**src/rtl/cas_pkg.sv**
```systemverilog
// Shared constants and types for the architectural register state block.
package cas_pkg;

    // ****************************************************************
    // Register bus map
    // ****************************************************************
    localparam int APB_ADDR_W = 8;
    localparam logic [7:0] OFS_GPR_BASE = 8'h00;
    localparam logic [7:0] OFS_SEG_BASE = 8'h20;
    localparam logic [7:0] OFS_FLAGS = 8'h30;
    localparam logic [7:0] OFS_FETCH = 8'h34;

    // ****************************************************************
    // Register indices
    // ****************************************************************
    localparam logic [2:0] GPR_ACC = 3'h0;
    localparam logic [2:0] GPR_COUNT = 3'h1;
    localparam logic [2:0] GPR_DATA = 3'h2;
    localparam logic [2:0] GPR_BASE = 3'h3;
    localparam logic [2:0] GPR_STACK = 3'h4;
    localparam logic [2:0] GPR_FRAME = 3'h5;
    localparam logic [2:0] GPR_SRC = 3'h6;
    localparam logic [2:0] GPR_DST = 3'h7;
    localparam logic [1:0] SEG_EXTRA = 2'h0;
    localparam logic [1:0] SEG_CODE = 2'h1;
    localparam logic [1:0] SEG_STACK = 2'h2;
    localparam logic [1:0] SEG_DATA = 2'h3;

    // ****************************************************************
    // Reset values and field layout
    // ****************************************************************
    localparam logic [15:0] RST_CODE_SEG = 16'hFFFF;
    localparam logic [15:0] RST_OTHER_SEG = 16'h0000;
    localparam logic [15:0] RST_GPR = 16'h0000;
    localparam logic [15:0] RST_IP = 16'h0000;
    localparam logic [15:0] RST_FLAGS = 16'h0000;
    localparam logic [15:0] FLAGS_IMPL_MASK = 16'h0FD5;
    localparam int SEG_SHIFT = 4;

    typedef struct packed {
        logic [3:0] rsvdHi;
        logic overflowFlag;
        logic directionFlag;
        logic intEnableFlag;
        logic traceFlag;
        logic signFlag;
        logic zeroFlag;
        logic rsvd5;
        logic auxCarryFlag;
        logic rsvd3;
        logic parityFlag;
        logic rsvd1;
        logic carryFlag;
    } cas_flags_t;

    typedef enum logic [1:0] {
        ALU_ADD,
        ALU_SUB,
        ALU_PASS
    } cas_alu_op_t;

    typedef struct packed {
        logic valid;
        cas_alu_op_t op;
        logic byteOp;
        logic carryIn;
        logic [15:0] opA;
        logic [15:0] opB;
    } cas_alu_req_t;

    typedef struct packed {
        logic valid;
        logic [2:0] idx;
        logic byteOp;
        logic highHalf;
        logic [15:0] data;
    } cas_gpr_wr_t;

    typedef struct packed {
        logic setDir;
        logic clrDir;
        logic setIntEn;
        logic clrIntEn;
    } cas_flag_ctl_t;

endpackage

```
**src/rtl/cas_arch_state.sv**
```systemverilog
// Architectural register state of the execution unit with an APB port.
`timescale 1ns/1ps

// Overview of operation
// - Eight 16-bit general registers; first four also written as byte halves.
// - Four 16-bit segment registers: code, data, stack, extra.
// - Reset loads the code segment with FFFF.
// - Reset clears data, stack and extra segments.
// - Instruction pointer resets to zero; first fetch is at FFFF0.
// - Software cannot read or write the instruction pointer.
// - Flags word is 16 bits, resets to zero, reserved bits stay zero.
// - Signed arithmetic overflow sets the overflow flag.
// - Direction flag set steps string addresses up, clear steps down.
// - Maskable interrupt requests pass only while interrupt enable is set.
// - Trace flag raises a debug event after each instruction.
// - Sign flag copies the result's top bit.
// - Zero flag is set for a zero result, cleared otherwise.
// - Count low byte gives the variable shift and rotate amount.
// - Count register is the loop and repeat iteration counter.
// - Data extension register gives port address and upper product half.
// - Auxiliary carry marks carry or borrow at the low nibble.
// - Parity flag is set for even ones in the low result byte.
// - Carry flag marks carry out of or borrow into the top bit.
// - Segment and offset form a 20-bit physical address.
module cas_arch_state (
    input wire logic core_clk,
    input wire logic reset,
    input wire logic psel,
    input wire logic penable,
    input wire logic pwrite,
    input wire logic [cas_pkg::APB_ADDR_W-1:0] paddr,
    input wire logic [31:0] pwdata,
    output logic [31:0] prdata,
    output logic pready,
    output logic pslverr,
    input wire cas_pkg::cas_alu_req_t aluReq,
    input wire cas_pkg::cas_gpr_wr_t gprWr,
    input wire logic [2:0] gprRdIdx,
    input wire logic segWrEn,
    input wire logic [1:0] segWrIdx,
    input wire logic [15:0] segWrData,
    input wire logic mulDivWrEn,
    input wire logic [31:0] mulDivResult,
    input wire logic countDec,
    input wire logic strStep,
    input wire logic strWord,
    input wire logic strSrcEn,
    input wire logic strDstEn,
    input wire logic flagsLoadEn,
    input wire logic [15:0] flagsLoadData,
    input wire cas_pkg::cas_flag_ctl_t flagCtl,
    input wire logic instrDone,
    input wire logic intReq,
    input wire logic ipLoadEn,
    input wire logic [15:0] ipLoadData,
    input wire logic ipAdvance,
    input wire logic [3:0] ipAdvanceBytes,
    input wire logic agValid,
    input wire logic [1:0] agSegIdx,
    input wire logic [15:0] agOffset,
    output logic [15:0] gprRdData,
    output logic [15:0] aluResult,
    output cas_pkg::cas_flags_t flagsOut,
    output logic [7:0] shiftCount,
    output logic countIsZero,
    output logic [15:0] ioPortAddr,
    output logic intAccept,
    output logic traceExc,
    output logic [19:0] fetchAddr,
    output logic [19:0] physAddr,
    output logic physAddrValid
);
    import cas_pkg::*;

    // ****************************************************************
    // State
    // ****************************************************************
    logic [15:0] gpr_q [8];
    logic [15:0] gpr_d [8];
    logic [15:0] seg_q [4];
    logic [15:0] seg_d [4];
    logic [15:0] ip_q;
    logic [15:0] ip_d;
    cas_flags_t flags_q;
    cas_flags_t flags_d;
    logic [31:0] prdata_q;
    logic pready_q;
    logic pslverr_q;
    logic [15:0] gprRdData_q;
    logic [15:0] aluResult_q;
    logic countIsZero_q;
    logic intAccept_q;
    logic traceExc_q;
    logic [19:0] physAddr_q;
    logic physAddrValid_q;
    logic [19:0] fetchAddr_q;

    // ****************************************************************
    // APB decode
    // ****************************************************************
    wire aligned = (paddr[1:0] == 2'b00);
    wire hitGpr = aligned && (paddr[7:5] == OFS_GPR_BASE[7:5]);
    wire hitSeg = aligned && (paddr[7:4] == OFS_SEG_BASE[7:4]);
    wire hitFlags = (paddr == OFS_FLAGS);
    wire hitFetch = (paddr == OFS_FETCH);
    wire hitAny = hitGpr || hitSeg || hitFlags || hitFetch;
    wire [2:0] apbGprIdx = paddr[4:2];
    wire [1:0] apbSegIdx = paddr[3:2];
    wire apbSetup = psel && !penable;
    wire apbCommit = psel && penable && pready_q;
    wire apbWrite = apbCommit && pwrite && !pslverr_q;
    wire [15:0] apbWord = pwdata[15:0];
    // The instruction pointer has no address of its own; only the derived
    // fetch address is visible, read-only.
    wire [19:0] fetchAddrW = {seg_q[SEG_CODE], 4'h0} + {4'h0, ip_q};
    wire [15:0] rdGpr = gpr_q[apbGprIdx];
    wire [15:0] rdSeg = seg_q[apbSegIdx];
    wire [31:0] rdMux = hitGpr ? {16'h0000, rdGpr} :
        hitSeg ? {16'h0000, rdSeg} :
        hitFlags ? {16'h0000, flags_q} :
        hitFetch ? {12'h000, fetchAddrW} : 32'h0000_0000;

    // ****************************************************************
    // Address generation
    // ****************************************************************
    wire [19:0] agAddrW = {seg_q[agSegIdx], 4'h0} + {4'h0, agOffset};
    // The fetch output is registered from the next values, so it still
    // tracks the code segment and pointer in the same cycle.
    wire [19:0] fetchAddrD = {seg_d[SEG_CODE], 4'h0} + {4'h0, ip_d};

    // ****************************************************************
    // Arithmetic flag generation
    // ****************************************************************
    wire [15:0] byteMask = aluReq.byteOp ? 16'h00FF : 16'hFFFF;
    wire [15:0] opA = aluReq.opA & byteMask;
    wire [15:0] opB = aluReq.opB & byteMask;
    wire [16:0] sumAdd = {1'b0, opA} + {1'b0, opB} + {16'h0000, aluReq.carryIn};
    wire [16:0] sumSub = {1'b0, opA} - {1'b0, opB} - {16'h0000, aluReq.carryIn};
    wire [16:0] sum = (aluReq.op == ALU_SUB) ? sumSub :
        (aluReq.op == ALU_ADD) ? sumAdd : {1'b0, opA};
    wire [15:0] res = sum[15:0] & byteMask;
    // A borrow leaves the bit above the operand set, just like a carry.
    wire carryW = aluReq.byteOp ? sum[8] : sum[16];
    wire aMsb = aluReq.byteOp ? opA[7] : opA[15];
    wire bMsb = aluReq.byteOp ? opB[7] : opB[15];
    wire rMsb = aluReq.byteOp ? res[7] : res[15];
    wire ovfAdd = (aMsb == bMsb) && (rMsb != aMsb);
    wire ovfSub = (aMsb != bMsb) && (rMsb != aMsb);
    wire ovfW = (aluReq.op == ALU_SUB) ? ovfSub : ovfAdd;
    wire auxW = opA[4] ^ opB[4] ^ res[4];
    wire zeroW = (res == 16'h0000);
    wire parityW = ~^res[7:0];
    wire isArith = (aluReq.op != ALU_PASS);

    always_comb begin
        flags_d = flags_q;
        if (apbWrite && hitFlags) begin
            flags_d = cas_flags_t'(apbWord & FLAGS_IMPL_MASK);
        end
        if (flagsLoadEn) begin
            flags_d = cas_flags_t'(flagsLoadData & FLAGS_IMPL_MASK);
        end
        if (flagCtl.setDir) begin
            flags_d.directionFlag = 1'b1;
        end
        if (flagCtl.clrDir) begin
            flags_d.directionFlag = 1'b0;
        end
        if (flagCtl.setIntEn) begin
            flags_d.intEnableFlag = 1'b1;
        end
        if (flagCtl.clrIntEn) begin
            flags_d.intEnableFlag = 1'b0;
        end
        if (aluReq.valid) begin
            flags_d.signFlag = rMsb;
            flags_d.zeroFlag = zeroW;
            flags_d.parityFlag = parityW;
            flags_d.carryFlag = isArith && carryW;
            flags_d.overflowFlag = isArith && ovfW;
            if (isArith) begin
                flags_d.auxCarryFlag = auxW;
            end
        end
    end

    // ****************************************************************
    // String stepping and general register next values
    // ****************************************************************
    wire [15:0] strSize = strWord ? 16'h0002 : 16'h0001;
    wire [15:0] strDelta = flags_q.directionFlag ? strSize : -strSize;

    genvar gi;
    generate
        for (gi = 0; gi < 8; gi++) begin : g_gpr
            localparam logic [2:0] IDX = 3'(gi);
            wire apbHit = apbWrite && hitGpr && (apbGprIdx == IDX);
            wire exeHit = gprWr.valid && (gprWr.idx == IDX);
            wire halves = (gi < 4);
            always_comb begin
                gpr_d[gi] = gpr_q[gi];
                if (apbHit) begin
                    gpr_d[gi] = apbWord;
                end
                if (exeHit && gprWr.byteOp && halves && gprWr.highHalf) begin
                    gpr_d[gi][15:8] = gprWr.data[7:0];
                end else if (exeHit && gprWr.byteOp && halves) begin
                    gpr_d[gi][7:0] = gprWr.data[7:0];
                end else if (exeHit) begin
                    gpr_d[gi] = gprWr.data;
                end
                if (mulDivWrEn && IDX == GPR_ACC) begin
                    gpr_d[gi] = mulDivResult[15:0];
                end
                if (mulDivWrEn && IDX == GPR_DATA) begin
                    gpr_d[gi] = mulDivResult[31:16];
                end
                if (countDec && IDX == GPR_COUNT) begin
                    gpr_d[gi] = gpr_q[gi] - 16'h0001;
                end
                if (strStep && strSrcEn && IDX == GPR_SRC) begin
                    gpr_d[gi] = gpr_q[gi] + strDelta;
                end
                if (strStep && strDstEn && IDX == GPR_DST) begin
                    gpr_d[gi] = gpr_q[gi] + strDelta;
                end
            end
            always_ff @(posedge core_clk) begin
                if (reset) begin
                    gpr_q[gi] <= RST_GPR;
                end else begin
                    gpr_q[gi] <= gpr_d[gi];
                end
            end
        end
        for (gi = 0; gi < 4; gi++) begin : g_seg
            localparam logic [1:0] IDX = 2'(gi);
            localparam logic [15:0] RST =
                (IDX == SEG_CODE) ? RST_CODE_SEG : RST_OTHER_SEG;
            always_comb begin
                seg_d[gi] = seg_q[gi];
                if (apbWrite && hitSeg && apbSegIdx == IDX) begin
                    seg_d[gi] = apbWord;
                end
                if (segWrEn && segWrIdx == IDX) begin
                    seg_d[gi] = segWrData;
                end
            end
            always_ff @(posedge core_clk) begin
                if (reset) begin
                    seg_q[gi] <= RST;
                end else begin
                    seg_q[gi] <= seg_d[gi];
                end
            end
        end
    endgenerate

    // ****************************************************************
    // Instruction pointer
    // ****************************************************************
    // Only the bus interface unit and program flow reach this register.
    always_comb begin
        ip_d = ip_q;
        if (ipAdvance) begin
            ip_d = ip_q + {12'h000, ipAdvanceBytes};
        end
        if (ipLoadEn) begin
            ip_d = ipLoadData;
        end
    end

    always_ff @(posedge core_clk) begin
        if (reset) begin
            ip_q <= RST_IP;
            flags_q <= RST_FLAGS;
        end else begin
            ip_q <= ip_d;
            flags_q <= flags_d;
        end
    end

    // ****************************************************************
    // APB slave: no wait states, pready rises in the access phase
    // ****************************************************************
    always_ff @(posedge core_clk) begin
        if (reset) begin
            prdata_q <= 32'h0000_0000;
            pready_q <= 1'b0;
            pslverr_q <= 1'b0;
        end else begin
            pready_q <= apbSetup;
            pslverr_q <= apbSetup && !hitAny;
            prdata_q <= (apbSetup && !pwrite) ? rdMux : 32'h0000_0000;
        end
    end

    // ****************************************************************
    // Execution-side outputs
    // ****************************************************************
    // Trace uses the flag as it stood before this instruction retired, so
    // a flags pop or interrupt return that sets it first traps one
    // instruction later.
    always_ff @(posedge core_clk) begin
        if (reset) begin
            gprRdData_q <= RST_GPR;
            aluResult_q <= 16'h0000;
            countIsZero_q <= 1'b1;
            intAccept_q <= 1'b0;
            traceExc_q <= 1'b0;
            physAddr_q <= 20'h00000;
            physAddrValid_q <= 1'b0;
            fetchAddr_q <= {RST_CODE_SEG, 4'h0};
        end else begin
            gprRdData_q <= gpr_d[gprRdIdx];
            aluResult_q <= aluReq.valid ? res : aluResult_q;
            countIsZero_q <= (gpr_d[GPR_COUNT] == 16'h0000);
            intAccept_q <= intReq && flags_q.intEnableFlag;
            traceExc_q <= instrDone && flags_q.traceFlag;
            physAddr_q <= agValid ? agAddrW : physAddr_q;
            physAddrValid_q <= agValid;
            fetchAddr_q <= fetchAddrD;
        end
    end

    assign prdata = prdata_q;
    assign pready = pready_q;
    assign pslverr = pslverr_q;
    assign gprRdData = gprRdData_q;
    assign aluResult = aluResult_q;
    assign flagsOut = flags_q;
    assign shiftCount = gpr_q[GPR_COUNT][7:0];
    assign countIsZero = countIsZero_q;
    assign ioPortAddr = gpr_q[GPR_DATA];
    assign intAccept = intAccept_q;
    assign traceExc = traceExc_q;
    assign fetchAddr = fetchAddr_q;
    assign physAddr = physAddr_q;
    assign physAddrValid = physAddrValid_q;

endmodule

```
**config.mk**
```make
export PLATFORM = sky130hd
export DESIGN_NAME = cas_arch_state
export DESIGN_NICKNAME = d
export VERILOG_FILES = /design/src/rtl/cas_pkg.sv /design/src/rtl/cas_arch_state.sv
export SDC_FILE = /design/constraint.sdc
export NUM_CORES = 1
export LEC_CHECK = 0
export BUFFER_PORTS_ARGS = -buffer_cell sky130_fd_sc_hd__buf_2
export CAP_MARGIN = 15
export CORE_AREA = 2 2 231 233
export CTS_CLUSTER_DIAMETER = 30
export DETAILED_ROUTE_END_ITERATION = 8
export DIE_AREA = 0 0 233 235
export GPL_TIMING_DRIVEN = 0
export PLACE_DENSITY = 0.76
export SETUP_SLACK_MARGIN = 0.2
export SYNTH_ARGS = -nofsm -noshare
export SYNTH_HDL_FRONTEND = slang
export SYNTH_SLANG_ARGS = --single-unit
```
**constraint.sdc**
```tcl
create_clock -name core_clk -period 4.8 [get_ports core_clk]
set_clock_uncertainty 0.1 [all_clocks]
set_input_delay 0.96 -clock core_clk [delete_from_list [all_inputs] [get_ports core_clk]]
set_output_delay 0.96 -clock core_clk [all_outputs]
set_load 0.005 [all_outputs]
```
==> results.sh, run 1 <==
export IMPL_status="complete, no violations"
export IMPL_synth_distinct_cells=92
export IMPL_top_layer="met5"
export IMPL_syn_inst=2841
export IMPL_met3_length_mm=15.8
export IMPL_post_route_cell_area_mm2=0.0289
export IMPL_avgSynthCellArea_um2=8.19
export IMPL_cts_buffers=80
export IMPL_cp_max_fo=9
export IMPL_grt_usage_pct=36.8
export IMPL_hold_viol=0
export IMPL_async_flop_share_pct=0
export IMPL_antenna_left=0
export IMPL_viasPerCell=6.30
export IMPL_p_per_area_mw_per_mm2=390
export IMPL_regArea_mm2=0.00671
export IMPL_yosys_area_top_type="dfxtp_1"
export IMPL_dieArea_mm2=0.0548
export IMPL_area_delta_synth_final_pct=24.2
export IMPL_fmax_mhz=214
export IMPL_grt_max_degree=17
export IMPL_maxCapViolations=0
export IMPL_clk_latency_ns=0.65
export IMPL_ys_warn_count=0
export IMPL_rows=84
export IMPL_final_core_util_pct=55.3
export IMPL_min_from="physAddr[14]$_SDFFE_PP0P_"
export IMPL_grt_pass1_vias=23500
export IMPL_r2r_start="fetchAddr[0]$_SDFFE_PP0P_"
export IMPL_antenna_found_initial=11
export IMPL_synth_main_ff_cell="dfxtp_1"
export IMPL_dpl_worst_slack_ns=-0.811
export IMPL_cp_start_kind="input pin"
export IMPL_worst_ep_required_time_ns=5.23
export IMPL_reg2reg_depth=20
export IMPL_min_period_ns=4.67
export IMPL_fin_crit_sh_pct=97.4
export IMPL_core_mm2=0.0522
export IMPL_root_buffer="clkbuf_16"
export IMPL_seq_area_frac_synth_pct=28.8
export IMPL_cts_tree="done"
export IMPL_clkSlewWorstSetupHoldPaths_ns=0.05
export IMPL_drc=0
export IMPL_clk_path_buf_depth=3
export IMPL_synth_ff_latch_count=311
export IMPL_worst_pin_slew_ns=1.31
export IMPL_numPortBuffers=318
export IMPL_gr_total_overflow=0
export IMPL_initial_core_util_pct=44.5
export IMPL_wl_met1_mm=38.3
export IMPL_rsz0062_at_grt="no"
export IMPL_syn_area_mm2=0.0233
export IMPL_wl_met2_mm=43.3
export IMPL_synth_top_area_share_pct=22.6
export IMPL_hold_class="flip-flop to flip-flop"
export IMPL_fp_dieH_um=235
export IMPL_multi_input_area_mm2=0.0154
export IMPL_holdPathEnd="physAddr[14]$_SDFFE_PP0P_"
export IMPL_slew_headroom_pct=12.6
export IMPL_drtIter0Drc=3736
export IMPL_htreeDepth=3
export IMPL_place_gp_congestion=1.05
export IMPL_hpwl_mm=80.6
export IMPL_layout_common_cells="nor2_1 (366), buf_2 (328), nand2_1 (282)"
export IMPL_drt_total_wl_mm=105
export IMPL_min_path_cells=2
export IMPL_postPlaceCellArea_mm2=0.0259
export IMPL_r2r_slack_ns=0.37
export IMPL_crit_type="input pin to flip-flop"
export IMPL_nNetsFinal=3638
export IMPL_worstReg2RegEnd="fetchAddr[16]$_SDFF_PP1_"
export IMPL_p_leak_uw=0.0124
export IMPL_slew_viol_final=0
export IMPL_drive_above_1_share_pct=20.3
export IMPL_peakVddDrop_mv=0.334
export IMPL_arrival_ns=5.10
export IMPL_fin_ws_ns=0.127
export IMPL_fillCellCount=4772
export IMPL_synth_edf_count=48
export IMPL_endpoint_kind="flip-flop"
export IMPL_drt_pass1_iter_count=9
export IMPL_io_pins=378
export IMPL_stdcell_count=4038
export IMPL_finalSetupViolCount=0
export IMPL_die_w_um=233
export IMPL_ys_top_cells_by_area="dfxtp_1 (23%), mux4_2 (7.7%), ha_1 (6.5%)"
export IMPL_grt_pass1_wl_mm=149
export IMPL_final_common_cell="nor2_1"
export IMPL_vias=25400
export IMPL_holdWs_ns=0.372
export IMPL_cts_sinks=311
export IMPL_routedWlPerCell_um=25.9
export IMPL_dp_cells=3867
export IMPL_postCtsHoldBufs=0
power breakdown:
part,total [uW],internal [uW],switching [uW]
Clock,5450,3550,1900
Sequential,3070,2860,202
Combinational,2750,1100,1640
area by class of cell:
class	instances	area share (%)
well taps	688	2.98
inverters	97	1.27
repair buffers	338	6.04
clock inverters	45	1.84
flip-flops and latches	311	23.2
multi-input cells	2219	53.2
diodes	6	0.0520
clock buffers	101	7.70
plain buffers	232	3.67
repair inverters	1	0.0173
Yosys cell counts, drive strengths merged (11+ instances only):
cell type,number
and3,22
o21ai,138
nand2b,33
o21bai,12
a21o,30
ha,120
buf,64
or3,18
nor2b,28
o22ai,18
xnor2,57
o211ai,17
or2,12
a211oi,74
edfxtp,48
mux4,80
a311oi,36
nor3,52
xor2,36
nor4,13
nand2,284
clkbuf,168
mux2i,149
nand3,108
o21a,16
a2111oi,12
a31oi,18
a211o,19
a21oi,251
inv,96
a221oi,11
dfxtp,263
nor2,369
o31ai,12
and2,44
per-layer routing:
layer,global-route usage [%],up-vias
met3,12.9,454
met1,47.4,11600
met4,20.1,16
met5,0,-
met2,53.5,2164
li1,-,11100
stage by stage:
| stage | total power [uW] | setup TNS (ns) |
|---|---|---|
| final | 11300 | 0 |
| after global routing | 11600 | 0 |
| after CTS | 11100 | 0 |
| after detailed placement | 5690 | -9.02 |
| after global placement | 5660 | -11.58 |
| after floorplan | 4780 | 0 |
flip-flops by register name, summed over array words and instances, names as in the netlist:
register	cells
pslverr	1
prdata	20
physAddrValid	1
gpr_q	128
gprRdData	16
flagsOut	9
aluResult	16
intAccept	1
pready	1
physAddr	20
ip_q	12
traceExc	1
seg_q	64
countIsZero	1
fetchAddr	20
what timing repair did:
action                                  CTS  global route
pin swaps                                 0             8
gates cloned                              1             0
endpoints found under the setup margin    9            14
gates resized for setup                  11            33
hold endpoints to repair                  0             0
setup buffers                             0            17
worst max path at each step:
| stage | from | to | slack (ns) | cells after the start |
|---|---|---|---|---|
| CTS | paddr[1] | fetchAddr[16]$_SDFF_PP1_ | 0.24 | 20 |
| global placement | paddr[3] | gprRdData[15]$_SDFF_PP0_ | -0.77 | 11 |
| finish | paddr[6] | fetchAddr[16]$_SDFF_PP1_ | 0.13 | 20 |
| global route | paddr[6] | fetchAddr[16]$_SDFF_PP1_ | 0.14 | 20 |
| floorplan | aluReq[32] | flagsOut[6]$_SDFFE_PP0P_ | 0.24 | 17 |
| detailed placement | agSegIdx[1] | physAddr[18]$_SDFFE_PP0P_ | -0.81 | 15 |
critical path, stage by stage:
cell      delay [ns]
buf_2           0.10
or4_4           0.60
buf_8           0.18
or4_4           0.42
buf_8           0.15
buf_12          0.13
mux2i_2         0.17
o21ai_2         0.27
ha_2            0.25
inv_2           0.05
fa_2            0.39
nor2b_4         0.14
o21ai_2         0.07
a21boi_1        0.20
o21a_1          0.15
nor2_2          0.05
o21a_1          0.21
o21ai_2         0.19
nand2_2         0.09
a311oi_2        0.32
kinds of logic after synthesis:
kind of cell    count (synthesis)  share of synthesized area (%)
xor+xnor                       93                           3.53
fa+ha+maj                     130                           7.31
simple gates                 1026                           20.3
compound gates                712                           19.5
mux                           239                           14.6
other cells                     1                         0.0161
flops                         311                           28.8
buf+inv                       329                           5.94
(Power assumes the default switching activity.)
==> run 2: changes to the inputs <==
==> constraint.sdc (replaced) <==
create_clock -name core_clk -period 3.8 [get_ports core_clk]
set_clock_uncertainty 0.1 [all_clocks]
set_input_delay 0.76 -clock core_clk [delete_from_list [all_inputs] [get_ports core_clk]]
set_output_delay 0.76 -clock core_clk [all_outputs]
set_load 0.005 [all_outputs]
==> results.sh, run 2 (synthesized netlist as in run 1, its figures left out) <==
export IMPL_cp_startpoint="pready$_SDFF_PP0_"
export IMPL_initial_core_util_pct=44.5
export IMPL_clkSlewWorstSetupHoldPaths_ns=0.05
export IMPL_grt_pass1_vias=24100
export IMPL_hold_viol=0
export IMPL_worst_ep_required_time_ns=4.19
export IMPL_fin_crit_sh_pct=113
export IMPL_final_common_cell="nor2_1"
export IMPL_cts_tree="done"
export IMPL_largest_reg_flops=128
export IMPL_htreeDepth=3
export IMPL_min_from="flagCtl[2]"
export IMPL_finalSetupViolCount=13
export IMPL_antenna_found_initial=20
export IMPL_endpoint_kind="flip-flop"
export IMPL_failed_checks="setup timing"
export IMPL_grt_max_degree=17
export IMPL_regMostFlops="gpr_q"
export IMPL_worst_pin_slew_ns=1.27
export IMPL_cts_sinks=311
export IMPL_nNetsFinal=3669
export IMPL_use_met1_pct=48.2
export IMPL_antenna_left=0
export IMPL_fin_ws_ns=-0.492
export IMPL_peakVddDrop_mv=0.302
export IMPL_rsz0062_at_grt="yes"
export IMPL_numPortBuffers=318
export IMPL_post_route_cell_area_mm2=0.0301
export IMPL_routedWlPerCell_um=26.3
export IMPL_r2r_slack_ns=-0.49
export IMPL_drc=0
export IMPL_fmax_mhz=233
export IMPL_grt_usage_pct=37.6
export IMPL_use_met2_pct=53.9
export IMPL_dp_cells=3867
export IMPL_arrival_ns=4.68
export IMPL_p_per_area_mw_per_mm2=493
export IMPL_drt_pass1_iter_count=8
export IMPL_reg2reg_depth=17
export IMPL_io_pins=378
export IMPL_grtUsageMet3_pct=12.5
export IMPL_fp_dieH_um=235
export IMPL_grt_pass1_wl_mm=152
export IMPL_area_delta_synth_final_pct=29.4
export IMPL_slew_viol_final=0
export IMPL_rows=84
export IMPL_clk_latency_ns=0.61
export IMPL_final_setup_tns_ns=-3.80
export IMPL_hpwl_mm=80.8
export IMPL_maxCapViolations=0
export IMPL_root_buffer="clkbuf_16"
export IMPL_fillCellCount=4631
export IMPL_design_power_total_uw=14900
export IMPL_status="complete, but fails checks"
export IMPL_crit_type="flip-flop to flip-flop"
export IMPL_place_gp_congestion=1.05
export IMPL_cp_max_fo=10
export IMPL_min_period_ns=4.29
export IMPL_dieArea_mm2=0.0548
export IMPL_clk_path_buf_depth=3
export IMPL_cts_buffers=77
export IMPL_p_leak_uw=0.0129
export IMPL_r2r_start="pready$_SDFF_PP0_"
export IMPL_crit_end="fetchAddr[16]$_SDFF_PP1_"
export IMPL_slew_headroom_pct=15.6
export IMPL_postPlaceCellArea_mm2=0.0259
export IMPL_drtIter0Drc=3764
export IMPL_busiest_layer="met2"
export IMPL_viasPerCell=6.38
export IMPL_reg_top3="gpr_q (128), seg_q (64)"
export IMPL_stdcell_count=4076
export IMPL_worstReg2RegEnd="fetchAddr[16]$_SDFF_PP1_"
export IMPL_drt_total_wl_mm=107
export IMPL_cp_start_kind="flip-flop"
export IMPL_gr_total_overflow=0
export IMPL_hold_class="input pin to flip-flop"
export IMPL_layout_common_cells="nor2_1 (360), buf_2 (322), nand2_1 (276)"
export IMPL_die_w_um=233
export IMPL_vias=26000
export IMPL_drive_above_1_share_pct=24.4
export IMPL_dpl_worst_slack_ns=-1.51
export IMPL_core_mm2=0.0522
==> run 2: how the worst min path moves through the flow <==
stage | to | slack (ns) | cells past startpoint
floorplan | physAddr[12]$_SDFFE_PP0P_ | 0.36 | 2
global placement | physAddr[14]$_SDFFE_PP0P_ | 0.35 | 2
detailed placement | physAddr[12]$_SDFFE_PP0P_ | 0.36 | 2
CTS | flagsOut[10]$_SDFFE_PP0P_ | 0.19 | 2
global route | flagsOut[10]$_SDFFE_PP0P_ | 0.22 | 2
finish | flagsOut[10]$_SDFFE_PP0P_ | 0.21 | 2
==> run 2: per-layer routing <==
metal  vias to the layer above  share of wire, %
met5                         -              0.19
met4                        16               7.3
met3                       482                15
met2                      2190                41
met1                     12100                36
li1                      11200                 -
==> run 2: report_power, final <==
group / switching, uW / internal, uW / total, uW
clock: 2260 / 4920 / 7180
combinational: 2250 / 1560 / 3800
sequential: 253 / 3620 / 3870
total: 4760 / 10100 / 14900
==> run 2: area by class of cell <==
class | count | area [um2] | share of cell area, %
flip-flops and latches | 311 | 6710 | 22.3
well taps | 688 | 861 | 2.86
inverters | 97 | 368 | 1.22
multi-input cells | 2219 | 16100 | 53.4
diodes | 14 | 35.0 | 0.116
clock buffers | 91 | 2140 | 7.09
clock inverters | 51 | 692 | 2.30
repair inverters | 1 | 7.51 | 0.0249
repair buffers | 372 | 2050 | 6.80
plain buffers | 232 | 1170 | 3.87
==> run 2: per-stage QoR <==
| stage | utilization (%) | hold slack [ns] |
|---|---|---|
| after floorplan | - | 0.357 |
| after global placement | 49.7 | 0.352 |
| after detailed placement | 49.7 | 0.358 |
| after CTS | 56.5 | 0.195 |
| after global routing | 57.6 | 0.216 |
| final | 57.6 | 0.208 |
==> run 2: critical path, stage by stage, from the launching register on <==
cell and delay [ns]:
dfxtp_1 0.35, nand3_1 0.39, nor2_2 0.48, clkbuf_2 0.50
nand3_1 0.15, a21oi_2 0.25, a21oi_4 0.07, buf_4 0.17
fa_2 0.40, nor2b_4 0.15, o21ai_2 0.08, a21boi_2 0.14
o21a_1 0.13, nor2_2 0.05, o21a_1 0.19, o21ai_2 0.16
nand2_2 0.10, a311oi_2 0.31
==> run 2: what timing repair did <==
| item | 4_1_cts | 5_1_grt |
|---|---|---|
| gates cloned | 1 | 0 |
| endpoints found under the hold margin | 0 | 0 |
| hold buffers | 0 | 0 |
| resized for setup | 117 | 105 |
| pin swaps | 42 | 36 |
| buffers inserted | 35 | 16 |
| endpoints found under the setup margin | 53 | 79 |
